**src/rio_pkg.sv**
```systemverilog
// Purpose: constants and types of the remote i/o register map
// Assumes: addresses are register numbers as the bus master sees them
// Notes: filter times are in microseconds, clock rate in kHz
package rio_pkg;
  localparam int          NSLOT        = 7;
  localparam int          BASE_IN_BITS = 12;
  localparam logic [11:0] IN_BASE      = 12'h000;
  localparam logic [11:0] IN_LAST      = 12'h063;
  localparam logic [11:0] OUT_BASE     = 12'h064;
  localparam logic [11:0] OUT_LAST     = 12'h0c7;
  localparam logic [11:0] PAR_BASE     = 12'h0c8;
  localparam logic [11:0] PAR_FB_MODE  = 12'h0d4;
  localparam logic [11:0] PAR_FB_VAL   = 12'h0d5;
  localparam logic [11:0] PAR_EXP      = 12'h0d6;
  localparam logic [11:0] PAR_LAST     = 12'h257;
  localparam logic [11:0] FC_BASE      = 12'h258;
  localparam logic [11:0] FC_WORDS     = 12'h008;
  localparam logic [11:0] VFC_BASE     = 12'h2bc;
  localparam logic [11:0] VFC_WORDS    = 12'h00e;
  localparam logic [11:0] PG_BASE      = 12'h320;
  localparam logic [11:0] PG_WORDS     = 12'h00a;
  localparam logic [11:0] FN_STRIDE    = 12'h014;
  localparam logic [11:0] DIAG_BASE    = 12'h384;
  localparam logic [11:0] DIAG_EXP     = 12'h38f;
  localparam logic [11:0] BEH_BASE     = 12'h3e8;
  localparam logic [11:0] BEH_LAST     = 12'h3ed;
  localparam logic [11:0] DEF_BASE     = 12'h4b0;
  localparam logic [11:0] DEF_LAST     = 12'h577;
  localparam logic [11:0] CUS_BASE     = 12'h7d0;
  localparam logic [11:0] CUS_RW       = 12'h834;
  localparam logic [11:0] CUS_LAST     = 12'h897;
  localparam logic [15:0] MFR_END      = 16'h04b0;
  localparam int          DEF_DEPTH    = 200;
  localparam logic [1:0]  FILT_NONE    = 2'h0;
  localparam logic [1:0]  FILT_3MS     = 2'h1;
  localparam logic [1:0]  FILT_12MS    = 2'h2;
  localparam logic [23:0] FILT_RST     = 24'h555555;
  localparam logic [7:0]  FB_MODE_RST  = 8'hff;
  localparam logic [7:0]  FB_VAL_RST   = 8'h00;
  localparam logic [7:0]  EXC_ADDR     = 8'h02;
  localparam logic [7:0]  EXC_VALUE    = 8'h03;
  localparam int          CLK_KHZ      = 40000;
  localparam int          FILT3_US     = 3000;
  localparam int          FILT12_US    = 12000;
  localparam int          FILT3_CYC_DEF  = (FILT3_US * CLK_KHZ + 999) / 1000;
  localparam int          FILT12_CYC_DEF = (FILT12_US * CLK_KHZ + 999) / 1000;

  typedef enum logic [2:0] {
    MOD_NONE  = 3'h0,
    MOD_IN16  = 3'h1,
    MOD_IN32  = 3'h2,
    MOD_OUT16 = 3'h3,
    MOD_OUT32 = 3'h4,
    MOD_MIX   = 3'h5
  } mod_t;

  typedef struct packed {
    logic [2:0] nin;
    logic [2:0] nout;
    logic [2:0] npar;
  } mod_words_t;

  function automatic mod_words_t words_of(input mod_t t);
    case (t)
      MOD_IN16:  return '{3'h1, 3'h0, 3'h0};
      MOD_IN32:  return '{3'h2, 3'h0, 3'h0};
      MOD_OUT16: return '{3'h0, 3'h1, 3'h2};
      MOD_OUT32: return '{3'h0, 3'h2, 3'h4};
      MOD_MIX:   return '{3'h1, 3'h1, 3'h2};
      default:   return '{3'h0, 3'h0, 3'h0};
    endcase
  endfunction
endpackage

```
**src/rio_mem_if.sv**
```systemverilog
// Purpose: carrier between register map and definition memory
// Assumes: one write and one read port on mclk_i
// Notes: read data appear one enabled edge after the address
`timescale 1ns/1ps
interface rio_mem_if;
  logic        we;
  logic [7:0]  waddr;
  logic [15:0] wdata;
  logic [7:0]  raddr;
  logic [15:0] rdata;
  modport ctrl (output we, output waddr, output wdata, output raddr,
                input rdata);
  modport mem  (input we, input waddr, input wdata, input raddr,
                output rdata);
endinterface

```
**src/rio_def_mem.sv**
```systemverilog
// Purpose: definition entries of both custom zones
// Assumes: entries 0..99 read-only zone, 100..199 read/write zone
// Notes: contents are not reset; the master loads them before use
`timescale 1ns/1ps
module rio_def_mem #(
  parameter int DEPTH = 200
)(
  // clock and enable
  input  wire logic mclk_i,
  input  wire logic ce_i,
  // memory port
  rio_mem_if.mem    m
);
  logic [15:0] mem_q [DEPTH];
  logic [15:0] rdata_q;

  always_ff @(posedge mclk_i) begin
    if (ce_i) begin
      if (m.we && int'(m.waddr) < DEPTH) begin
        mem_q[m.waddr] <= m.wdata;
      end
      rdata_q <= (int'(m.raddr) < DEPTH) ? mem_q[m.raddr] : 16'h0000;
    end
  end

  assign m.rdata = rdata_q;
endmodule

```
**src/rio_regmap.sv**
```systemverilog
// Purpose: register space of a remote discrete i/o island
// Assumes: comm_err_i and expansion data are on mclk_i
// Notes: answer comes two enabled edges after a request is taken
`timescale 1ns/1ps
module rio_regmap import rio_pkg::*; #(
  parameter int FILT3_CYC  = FILT3_CYC_DEF,
  parameter int FILT12_CYC = FILT12_CYC_DEF,
  parameter int CW         = 19
)(
  // clock, reset, enable
  input  wire logic                    mclk_i,
  input  wire logic                    srst_i,
  input  wire logic                    ce_i,
  // register request
  input  wire logic                    req_valid_i,
  input  wire logic                    req_write_i,
  input  wire logic [11:0]             req_addr_i,
  input  wire logic [15:0]             req_wdata_i,
  output logic                         req_ready_o,
  // register answer
  output logic                         rsp_valid_o,
  output logic                         rsp_exc_o,
  output logic [7:0]                   rsp_code_o,
  output logic [15:0]                  rsp_data_o,
  // base module pins
  input  wire logic                    comm_err_i,
  input  wire logic [BASE_IN_BITS-1:0] base_in_i,
  output logic [7:0]                   base_out_o,
  // expansion bus
  input  wire logic [NSLOT*3-1:0]      exp_type_i,
  input  wire logic [NSLOT*32-1:0]     exp_in_i,
  output logic [NSLOT*32-1:0]          exp_out_o
);
  typedef enum logic [1:0] {
    S_IDLE = 2'b01,
    S_EXEC = 2'b10
  } fsm_t;

  typedef struct packed {
    fsm_t                       fsm;
    logic                       wr;
    logic [11:0]                addr;
    logic [15:0]                wdata;
    logic                       rv;
    logic                       exc;
    logic [7:0]                 code;
    logic [15:0]                rdata;
    logic [7:0]                 cmd;
    logic [7:0]                 fbm;
    logic [7:0]                 fbv;
    logic [7:0]                 outq;
    logic [2*BASE_IN_BITS-1:0]  filt;
    logic [BASE_IN_BITS-1:0]    s1;
    logic [BASE_IN_BITS-1:0]    s2;
    logic [BASE_IN_BITS-1:0]    flt;
    logic [BASE_IN_BITS*CW-1:0] cnt;
    logic [NSLOT*32-1:0]        xout;
  } st_t;

  st_t         st_q;
  st_t         st_d;
  rio_mem_if   mif ();

  logic [NSLOT*3-1:0] cin;
  logic [NSLOT*3-1:0] cout;
  logic [NSLOT*3-1:0] cpar;
  logic [NSLOT*3-1:0] cdiag;
  logic               cust;
  logic [11:0]        ea;
  logic               bad_ind;
  logic [6:0]         l_in;
  logic [6:0]         l_out;
  logic [6:0]         l_par;
  logic [6:0]         l_dia;

  function automatic logic in_rng(input logic [11:0] a, lo, hi);
    return a >= lo && a <= hi;
  endfunction

  // two instances of a function spaced one stride apart
  function automatic logic twin(input logic [11:0] a, base, words);
    logic [11:0] off;
    off = a - base;
    return off < words || (off >= FN_STRIDE && off < FN_STRIDE + words);
  endfunction

  // finds {hit, slot, word} of an offset in a packed zone
  function automatic logic [6:0] locate(input logic [NSLOT*3-1:0] c,
                                        input logic [11:0] off);
    logic [11:0] acc;
    logic [6:0]  r;
    acc = 12'h000;
    r   = 7'h00;
    for (int k = 0; k < NSLOT; k++) begin
      if (!r[6] && off >= acc && off < acc + 12'(c[k*3 +: 3])) begin
        r = {1'b1, 3'(k), 3'(off - acc)};
      end
      acc = acc + 12'(c[k*3 +: 3]);
    end
    return r;
  endfunction

  // a gap in the chain hides every module to its right
  always_comb begin
    logic       pres;
    mod_words_t w;
    pres = 1'b1;
    w    = '0;
    for (int k = 0; k < NSLOT; k++) begin
      pres = pres && mod_t'(exp_type_i[k*3 +: 3]) != MOD_NONE;
      w = words_of(mod_t'(exp_type_i[k*3 +: 3]));
      cin[k*3 +: 3]   = pres ? w.nin : 3'h0;
      cout[k*3 +: 3]  = pres ? w.nout : 3'h0;
      cpar[k*3 +: 3]  = pres ? w.npar : 3'h0;
      cdiag[k*3 +: 3] = pres ? 3'h1 : 3'h0;
    end
  end

  assign cust    = in_rng(st_q.addr, CUS_BASE, CUS_LAST);
  assign ea      = cust ? mif.rdata[11:0] : st_q.addr;
  // custom entries may only name manufacturer registers
  assign bad_ind = cust && (mif.rdata >= MFR_END ||
                   (st_q.wr && st_q.addr < CUS_RW));
  assign l_in    = locate(cin, ea - IN_BASE - 12'h001);
  assign l_out   = locate(cout, ea - OUT_BASE - 12'h001);
  assign l_par   = locate(cpar, ea - PAR_EXP);
  assign l_dia   = locate(cdiag, ea - DIAG_EXP);

  always_comb begin
    logic [CW-1:0] c;
    logic [CW-1:0] lim;
    logic          ok;
    logic          ro;
    logic [15:0]   rd;
    logic [1:0]    fs;
    int            fi;
    c   = '0;
    lim = '0;
    ok  = 1'b0;
    ro  = 1'b0;
    rd  = 16'h0000;
    fs  = FILT_NONE;
    fi  = 0;
    st_d = st_q;
    st_d.rv = 1'b0;
    mif.we    = 1'b0;
    mif.waddr = 8'(st_q.addr - DEF_BASE);
    mif.wdata = st_q.wdata;
    mif.raddr = in_rng(req_addr_i, CUS_BASE, CUS_LAST) ?
                8'(req_addr_i - CUS_BASE) : 8'(req_addr_i - DEF_BASE);

    st_d.s1 = base_in_i;
    st_d.s2 = st_q.s1;
    for (int i = 0; i < BASE_IN_BITS; i++) begin
      c  = st_q.cnt[i*CW +: CW];
      fs = st_q.filt[i*2 +: 2];
      lim = (fs == FILT_12MS) ? CW'(FILT12_CYC - 1) : CW'(FILT3_CYC - 1);
      if (fs == FILT_NONE || fs > FILT_12MS) begin
        st_d.flt[i] = st_q.s2[i];
        c = '0;
      end else if (st_q.s2[i] == st_q.flt[i]) begin
        c = '0;
      end else if (c >= lim) begin
        st_d.flt[i] = st_q.s2[i];
        c = '0;
      end else begin
        c = c + CW'(1);
      end
      st_d.cnt[i*CW +: CW] = c;
    end

    // hold mode keeps what the pins last showed
    st_d.outq = comm_err_i ?
                ((st_q.fbm & st_q.fbv) | (~st_q.fbm & st_q.outq)) :
                st_q.cmd;

    case (st_q.fsm)
      S_IDLE: begin
        if (req_valid_i) begin
          st_d.fsm   = S_EXEC;
          st_d.wr    = req_write_i;
          st_d.addr  = req_addr_i;
          st_d.wdata = req_wdata_i;
        end
      end
      S_EXEC: begin
        st_d.fsm = S_IDLE;
        st_d.rv  = 1'b1;
        if (!cust && in_rng(ea, DEF_BASE, DEF_LAST)) begin
          ok = 1'b1;
          rd = mif.rdata;
        end else if (ea == IN_BASE) begin
          ok = 1'b1;
          ro = 1'b1;
          rd = {4'h0, st_q.flt};
        end else if (in_rng(ea, IN_BASE, IN_LAST)) begin
          ok = l_in[6];
          ro = 1'b1;
          rd = exp_in_i[int'(l_in[5:3])*32 + int'(l_in[2:0])*16 +: 16];
        end else if (ea == OUT_BASE) begin
          ok = 1'b1;
          rd = {8'h00, st_q.cmd};
        end else if (in_rng(ea, OUT_BASE, OUT_LAST)) begin
          ok = l_out[6];
          rd = st_q.xout[int'(l_out[5:3])*32 + int'(l_out[2:0])*16 +: 16];
        end else if (ea < PAR_FB_MODE && ea >= PAR_BASE) begin
          ok = 1'b1;
          fi = int'(ea - PAR_BASE);
          rd = {14'h0000, st_q.filt[fi*2 +: 2]};
        end else if (ea == PAR_FB_MODE) begin
          ok = 1'b1;
          rd = {8'h00, st_q.fbm};
        end else if (ea == PAR_FB_VAL) begin
          ok = 1'b1;
          rd = {8'h00, st_q.fbv};
        end else if (in_rng(ea, PAR_EXP, PAR_LAST)) begin
          ok = l_par[6];
        end else if (twin(ea, FC_BASE, FC_WORDS) ||
                     twin(ea, VFC_BASE, VFC_WORDS) ||
                     twin(ea, PG_BASE, PG_WORDS) ||
                     in_rng(ea, BEH_BASE, BEH_LAST)) begin
          ok = 1'b1;
        end else if (in_rng(ea, DIAG_BASE, DIAG_EXP - 12'h001)) begin
          ok = 1'b1;
          ro = 1'b1;
        end else if (ea >= DIAG_EXP) begin
          ok = l_dia[6] && ea < BEH_BASE;
          ro = 1'b1;
        end
        ok = ok && !bad_ind;
        st_d.rdata = st_q.wr ? 16'h0000 : rd;
        st_d.exc   = 1'b0;
        st_d.code  = 8'h00;
        if (!ok || (st_q.wr && ro)) begin
          st_d.exc   = 1'b1;
          st_d.code  = EXC_ADDR;
          st_d.rdata = 16'h0000;
        end else if (st_q.wr) begin
          if (!cust && in_rng(ea, DEF_BASE, DEF_LAST)) begin
            mif.we = 1'b1;
          end else if (ea == OUT_BASE) begin
            st_d.cmd = st_q.wdata[7:0];
          end else if (in_rng(ea, OUT_BASE, OUT_LAST)) begin
            st_d.xout[int'(l_out[5:3])*32 + int'(l_out[2:0])*16 +: 16] =
              st_q.wdata;
          end else if (ea < PAR_FB_MODE && ea >= PAR_BASE) begin
            if (st_q.wdata > 16'(FILT_12MS)) begin
              st_d.exc  = 1'b1;
              st_d.code = EXC_VALUE;
            end else begin
              st_d.filt[fi*2 +: 2] = st_q.wdata[1:0];
            end
          end else if (ea == PAR_FB_MODE) begin
            st_d.fbm = st_q.wdata[7:0];
          end else if (ea == PAR_FB_VAL) begin
            st_d.fbv = st_q.wdata[7:0];
          end
        end
      end
      default: st_d.fsm = S_IDLE;
    endcase
  end

  always_ff @(posedge mclk_i) begin
    if (srst_i) begin
      st_q      <= '0;
      st_q.fsm  <= S_IDLE;
      st_q.fbm  <= FB_MODE_RST;
      st_q.fbv  <= FB_VAL_RST;
      st_q.filt <= FILT_RST;
    end else if (ce_i) begin
      st_q <= st_d;
    end
  end

  rio_def_mem #(
    .DEPTH (DEF_DEPTH)
  ) u_def (
    .mclk_i (mclk_i),
    .ce_i   (ce_i),
    .m      (mif.mem)
  );

  assign req_ready_o = st_q.fsm == S_IDLE;
  assign rsp_valid_o = st_q.rv;
  assign rsp_exc_o   = st_q.exc;
  assign rsp_code_o  = st_q.code;
  assign rsp_data_o  = st_q.rdata;
  assign base_out_o  = st_q.outq;
  assign exp_out_o   = st_q.xout;

  wire exec = st_q.fsm == S_EXEC;
endmodule

```
**config.mk**
```make
export PLATFORM = sky130hd
export DESIGN_NAME = rio_regmap
export DESIGN_NICKNAME = d
export VERILOG_FILES = /design/src/rio_pkg.sv /design/src/rio_mem_if.sv /design/src/rio_def_mem.sv /design/src/rio_regmap.sv
export SDC_FILE = /design/constraint.sdc
export NUM_CORES = 2
export LEC_CHECK = 0
export ABC_CLOCK_PERIOD_IN_PS = 12400
export BUFFER_PORTS_ARGS = -buffer_cell sky130_fd_sc_hd__buf_2
export CAP_MARGIN = 0
export CORE_ASPECT_RATIO = 0.7
export CORE_MARGIN = 1.5
export CORE_UTILIZATION = 32
export CTS_CLUSTER_SIZE = 40
export DETAILED_ROUTE_END_ITERATION = 10
export HOLD_SLACK_MARGIN = 0.1
export PLACE_DENSITY = 0.46
export SLEW_MARGIN = 20
export SYNTH_ARGS = -nofsm -noshare
export SYNTH_HDL_FRONTEND = slang
export SYNTH_SLANG_ARGS = --single-unit
export TNS_END_PERCENT = 100
```
**constraint.sdc**
```tcl
create_clock -name mclk_i -period 12.4 [get_ports mclk_i]
set_clock_uncertainty 0.1 [all_clocks]
set_input_delay 0 -clock mclk_i [delete_from_list [all_inputs] [get_ports mclk_i]]
set_output_delay 0 -clock mclk_i [all_outputs]
set_load 0.01 [all_outputs]
```
==> results.yml <==
final_layout:
  fin_area_um2: 191000
  mostFrequentLayoutCells: "3,216 x edfxtp_1, 1,079 x mux4_2, 578 x dfxtp_1, 555 x nor2_1, 536 x buf_2"
  fillers: 47900
  layout.nets: 11400
  fin_cells: 18100
  seqCellArea_um2: 109000
  drive_above_1_share_pct: 25.4
  fin_util_pct: 37.1
  multiInputGateArea_um2: 52900
  syn_to_final_growth_pct: 15.4
  final_common_cell: "edfxtp_1"
global_route:
  grt_max_degree: 201
  grt_pass1_vias: 96500
  grt_pass1_wl_mm: 796
  grt_overflow_total: 0
  grt_use_total_pct: 21.5
  antenna_found_initial: 103
yosys:
  syn_inst: 10200
  synth_area_um2: 166000
  synth_top_area_share_pct: 58.3
  synth_warnings: 0
  synth-seq-cells: 3810
  yosysUniqueCellTypes: 111
  avgSynthCellArea_um2: 16.3
  ys_seq_area_share_pct: 65.5
  ys.flop_type: "edfxtp_1"
  synth-edff-count: 3216
  async_flop_share_pct: 0
  yosysTopAreaCell: "edfxtp_1"
  synth.area.top_cells: "edfxtp_1 58%, mux4_2 15%, dfxtp_1 7.2%"
clock_tree:
  cts_max_path_buffers: 4
  clk_pin_slew_ns: 0.07
  cts_tree: "built"
  root_buffer: "clkbuf_16"
  insertion_delay_ns: 1.04
  h-tree-depth: 5
  numCtsBuffers: 379
  clock-sinks: 3810
  post_cts_buffers: 0
placed_design:
  dp_hpwl_mm: 380
  dp.cells: 17100
  port_buffers: 543
  globalplace.congestion: 0.980
  pre_cts_slack_ns: 1.33
  post_dp_cell_area_um2: 176000
die:
  start_util_pct: 32.2
  fp.dieArea_um2: 522000
  fp.dieW_um: 863
  pin_count: 550
  fp.dieH_um: 605
  rows: 220
  core_um2: 514000
sta:
  fin_crit_ns: 12.09
  hold_violations: 0
  fmax_mhz: 82.7
  fin_crit_sh_pct: 97.5
  rsz0062_at_grt: "false"
  slew_headroom_pct: 13.3
  worst_pin_slew_ns: 1.29
  setup-violations-final: 0
  timing.hold.ws_ns: 0.187
  setup_tns_ns: 0
  slew_viol_final: 0
  post-route-worst-setup-slack_ns: 0.309
worst_hold_path:
  worst_hold_path_type: "input pin to flip-flop"
  hp-start: "exp_in_i[70]"
worst_setup_path:
  cp_common_cell: "dlygate4sd3_1"
  end_kind: "flip-flop"
  max_stage_delay_ns: 0.72
  slowest_stage: "ha_1"
  worstSetupPathType: "flip-flop to flip-flop"
  cp-startpoint: "st_q[596]"
  cp.arrival_ns: 12.94
  worstSetupStartpointType: "flip-flop"
  required_ns: 13.25
  r2r-start: "st_q[596]"
  path_max_fanout: 24
drt:
  dr_total_vias: 101000
  drt-initial-drc-count: 13000
  first_pass_iters: 8
  remaining_drc_errors: 0
  viasPerCell: 5.59
  drt_wl_total_mm: 581
  drtAntennaViolNets: 0
  wl_per_cell_um: 32.1
power_and_ir_drop:
  peakVddDrop_uv: 119
  totalPowerFinal_mw: 28.4
  p_leak_nw: 64.5
  p_per_area_nw_per_um2: 148
job:
  timing.max_cap.violations: 0
run_status:
  status: "complete, no violations"
critical path: cells and delay by family (launching register included):
family | cells | cell delay, ns
buffers and inverters | 9 | 3.89
xor gates and xnor gates | 1 | 0.21
DFF | 1 | 0.57
adders and majority gates | 4 | 1.78
AOI/OAI and AO/OA | 7 | 1.76
and+or+nand+nor | 12 | 3.63
path summary, 6_finish.rpt:
kind               endpoint  slack (ns)  depth (start not counted)
max          rsp_data_o[12]        0.31                         33
min           rsp_data_o[6]        0.19                          7
max reg2reg  rsp_data_o[12]        0.31                         33
min reg2reg   exp_out_o[68]        0.39                          2
Yosys cell counts, types with 41 or more instances:
cell,n
edfxtp_1,3216
mux4_2,1079
nor2_1,670
dfxtp_1,594
nand2_1,472
a21oi_1,441
clkbuf_1,429
mux2i_1,300
buf_4,273
ha_1,264
o21ai_0,247
nand3_1,216
and3_1,200
a311oi_1,144
or3_1,141
inv_1,128
buf_1,124
a21o_1,71
nor3b_1,70
xnor2_1,64
a211oi_1,59
nor3_1,54
and2_1,53
a31oi_1,43
nand4_1,41
nor2b_1,41
final cells by class:
cell class	count	area share, %
well taps	6882	4.51
clock inverters	190	0.965
repair buffers	1166	4.34
clock buffers	489	5.37
multi-input cells	5361	27.7
inverters	141	0.278
diodes	27	0.0354
flip-flops and latches	3810	56.8
flip-flops by register name, summed over array words and instances, names as in the netlist, named ones only:
| name | count |
|---|---|
| u_def.m.rdata | 16 |
| exp_out_o | 224 |
| rsp_code_o | 2 |
| u_def.mem_q | 3200 |
| rsp_valid_o | 1 |
| st_d | 12 |
| mif.wdata | 16 |
| st_q | 315 |
| rsp_data_o | 16 |
routing by layer:
metal	GRT usage, %	wire (um)	vias to the layer above	share of wire, %
met4	4.90	14100	26	2.4
met2	29.2	234000	4551	40
met1	33.5	273000	53700	47
li1	-	-	41900	-
met3	6.24	59300	737	10
met5	0	167	-	0.029
cell families (layout without fill, tap and decap cells):
logic type / count (synthesis) / count (layout) / synth area share [%]
other cells: 2 / 51 / 0.00454
buf+inv: 1009 / 1986 / 2.95
simple gates: 2128 / 2128 / 6.31
compound gates: 1415 / 1415 / 5.68
fa+ha+maj: 291 / 291 / 2.32
flops: 3810 / 3810 / 65.5
xor+xnor: 102 / 102 / 0.567
mux: 1401 / 1401 / 16.7
power breakdown:
group	leakage, nW	internal [mW]	switching [mW]	total, mW
registers	34.2	13.9	0.0708	13.9
logic	24.4	1.03	1.90	2.92
clock network	5.88	6.39	5.11	11.5
total	64.5	21.3	7.07	28.4
what timing repair did:
| item | in CTS | in global routing |
|---|---|---|
| hold buffers | 227 | 0 |
| endpoints found under the hold margin | 388 | 0 |
| gates resized for setup | 0 | 0 |
Power figures use the tool's default switching activity.
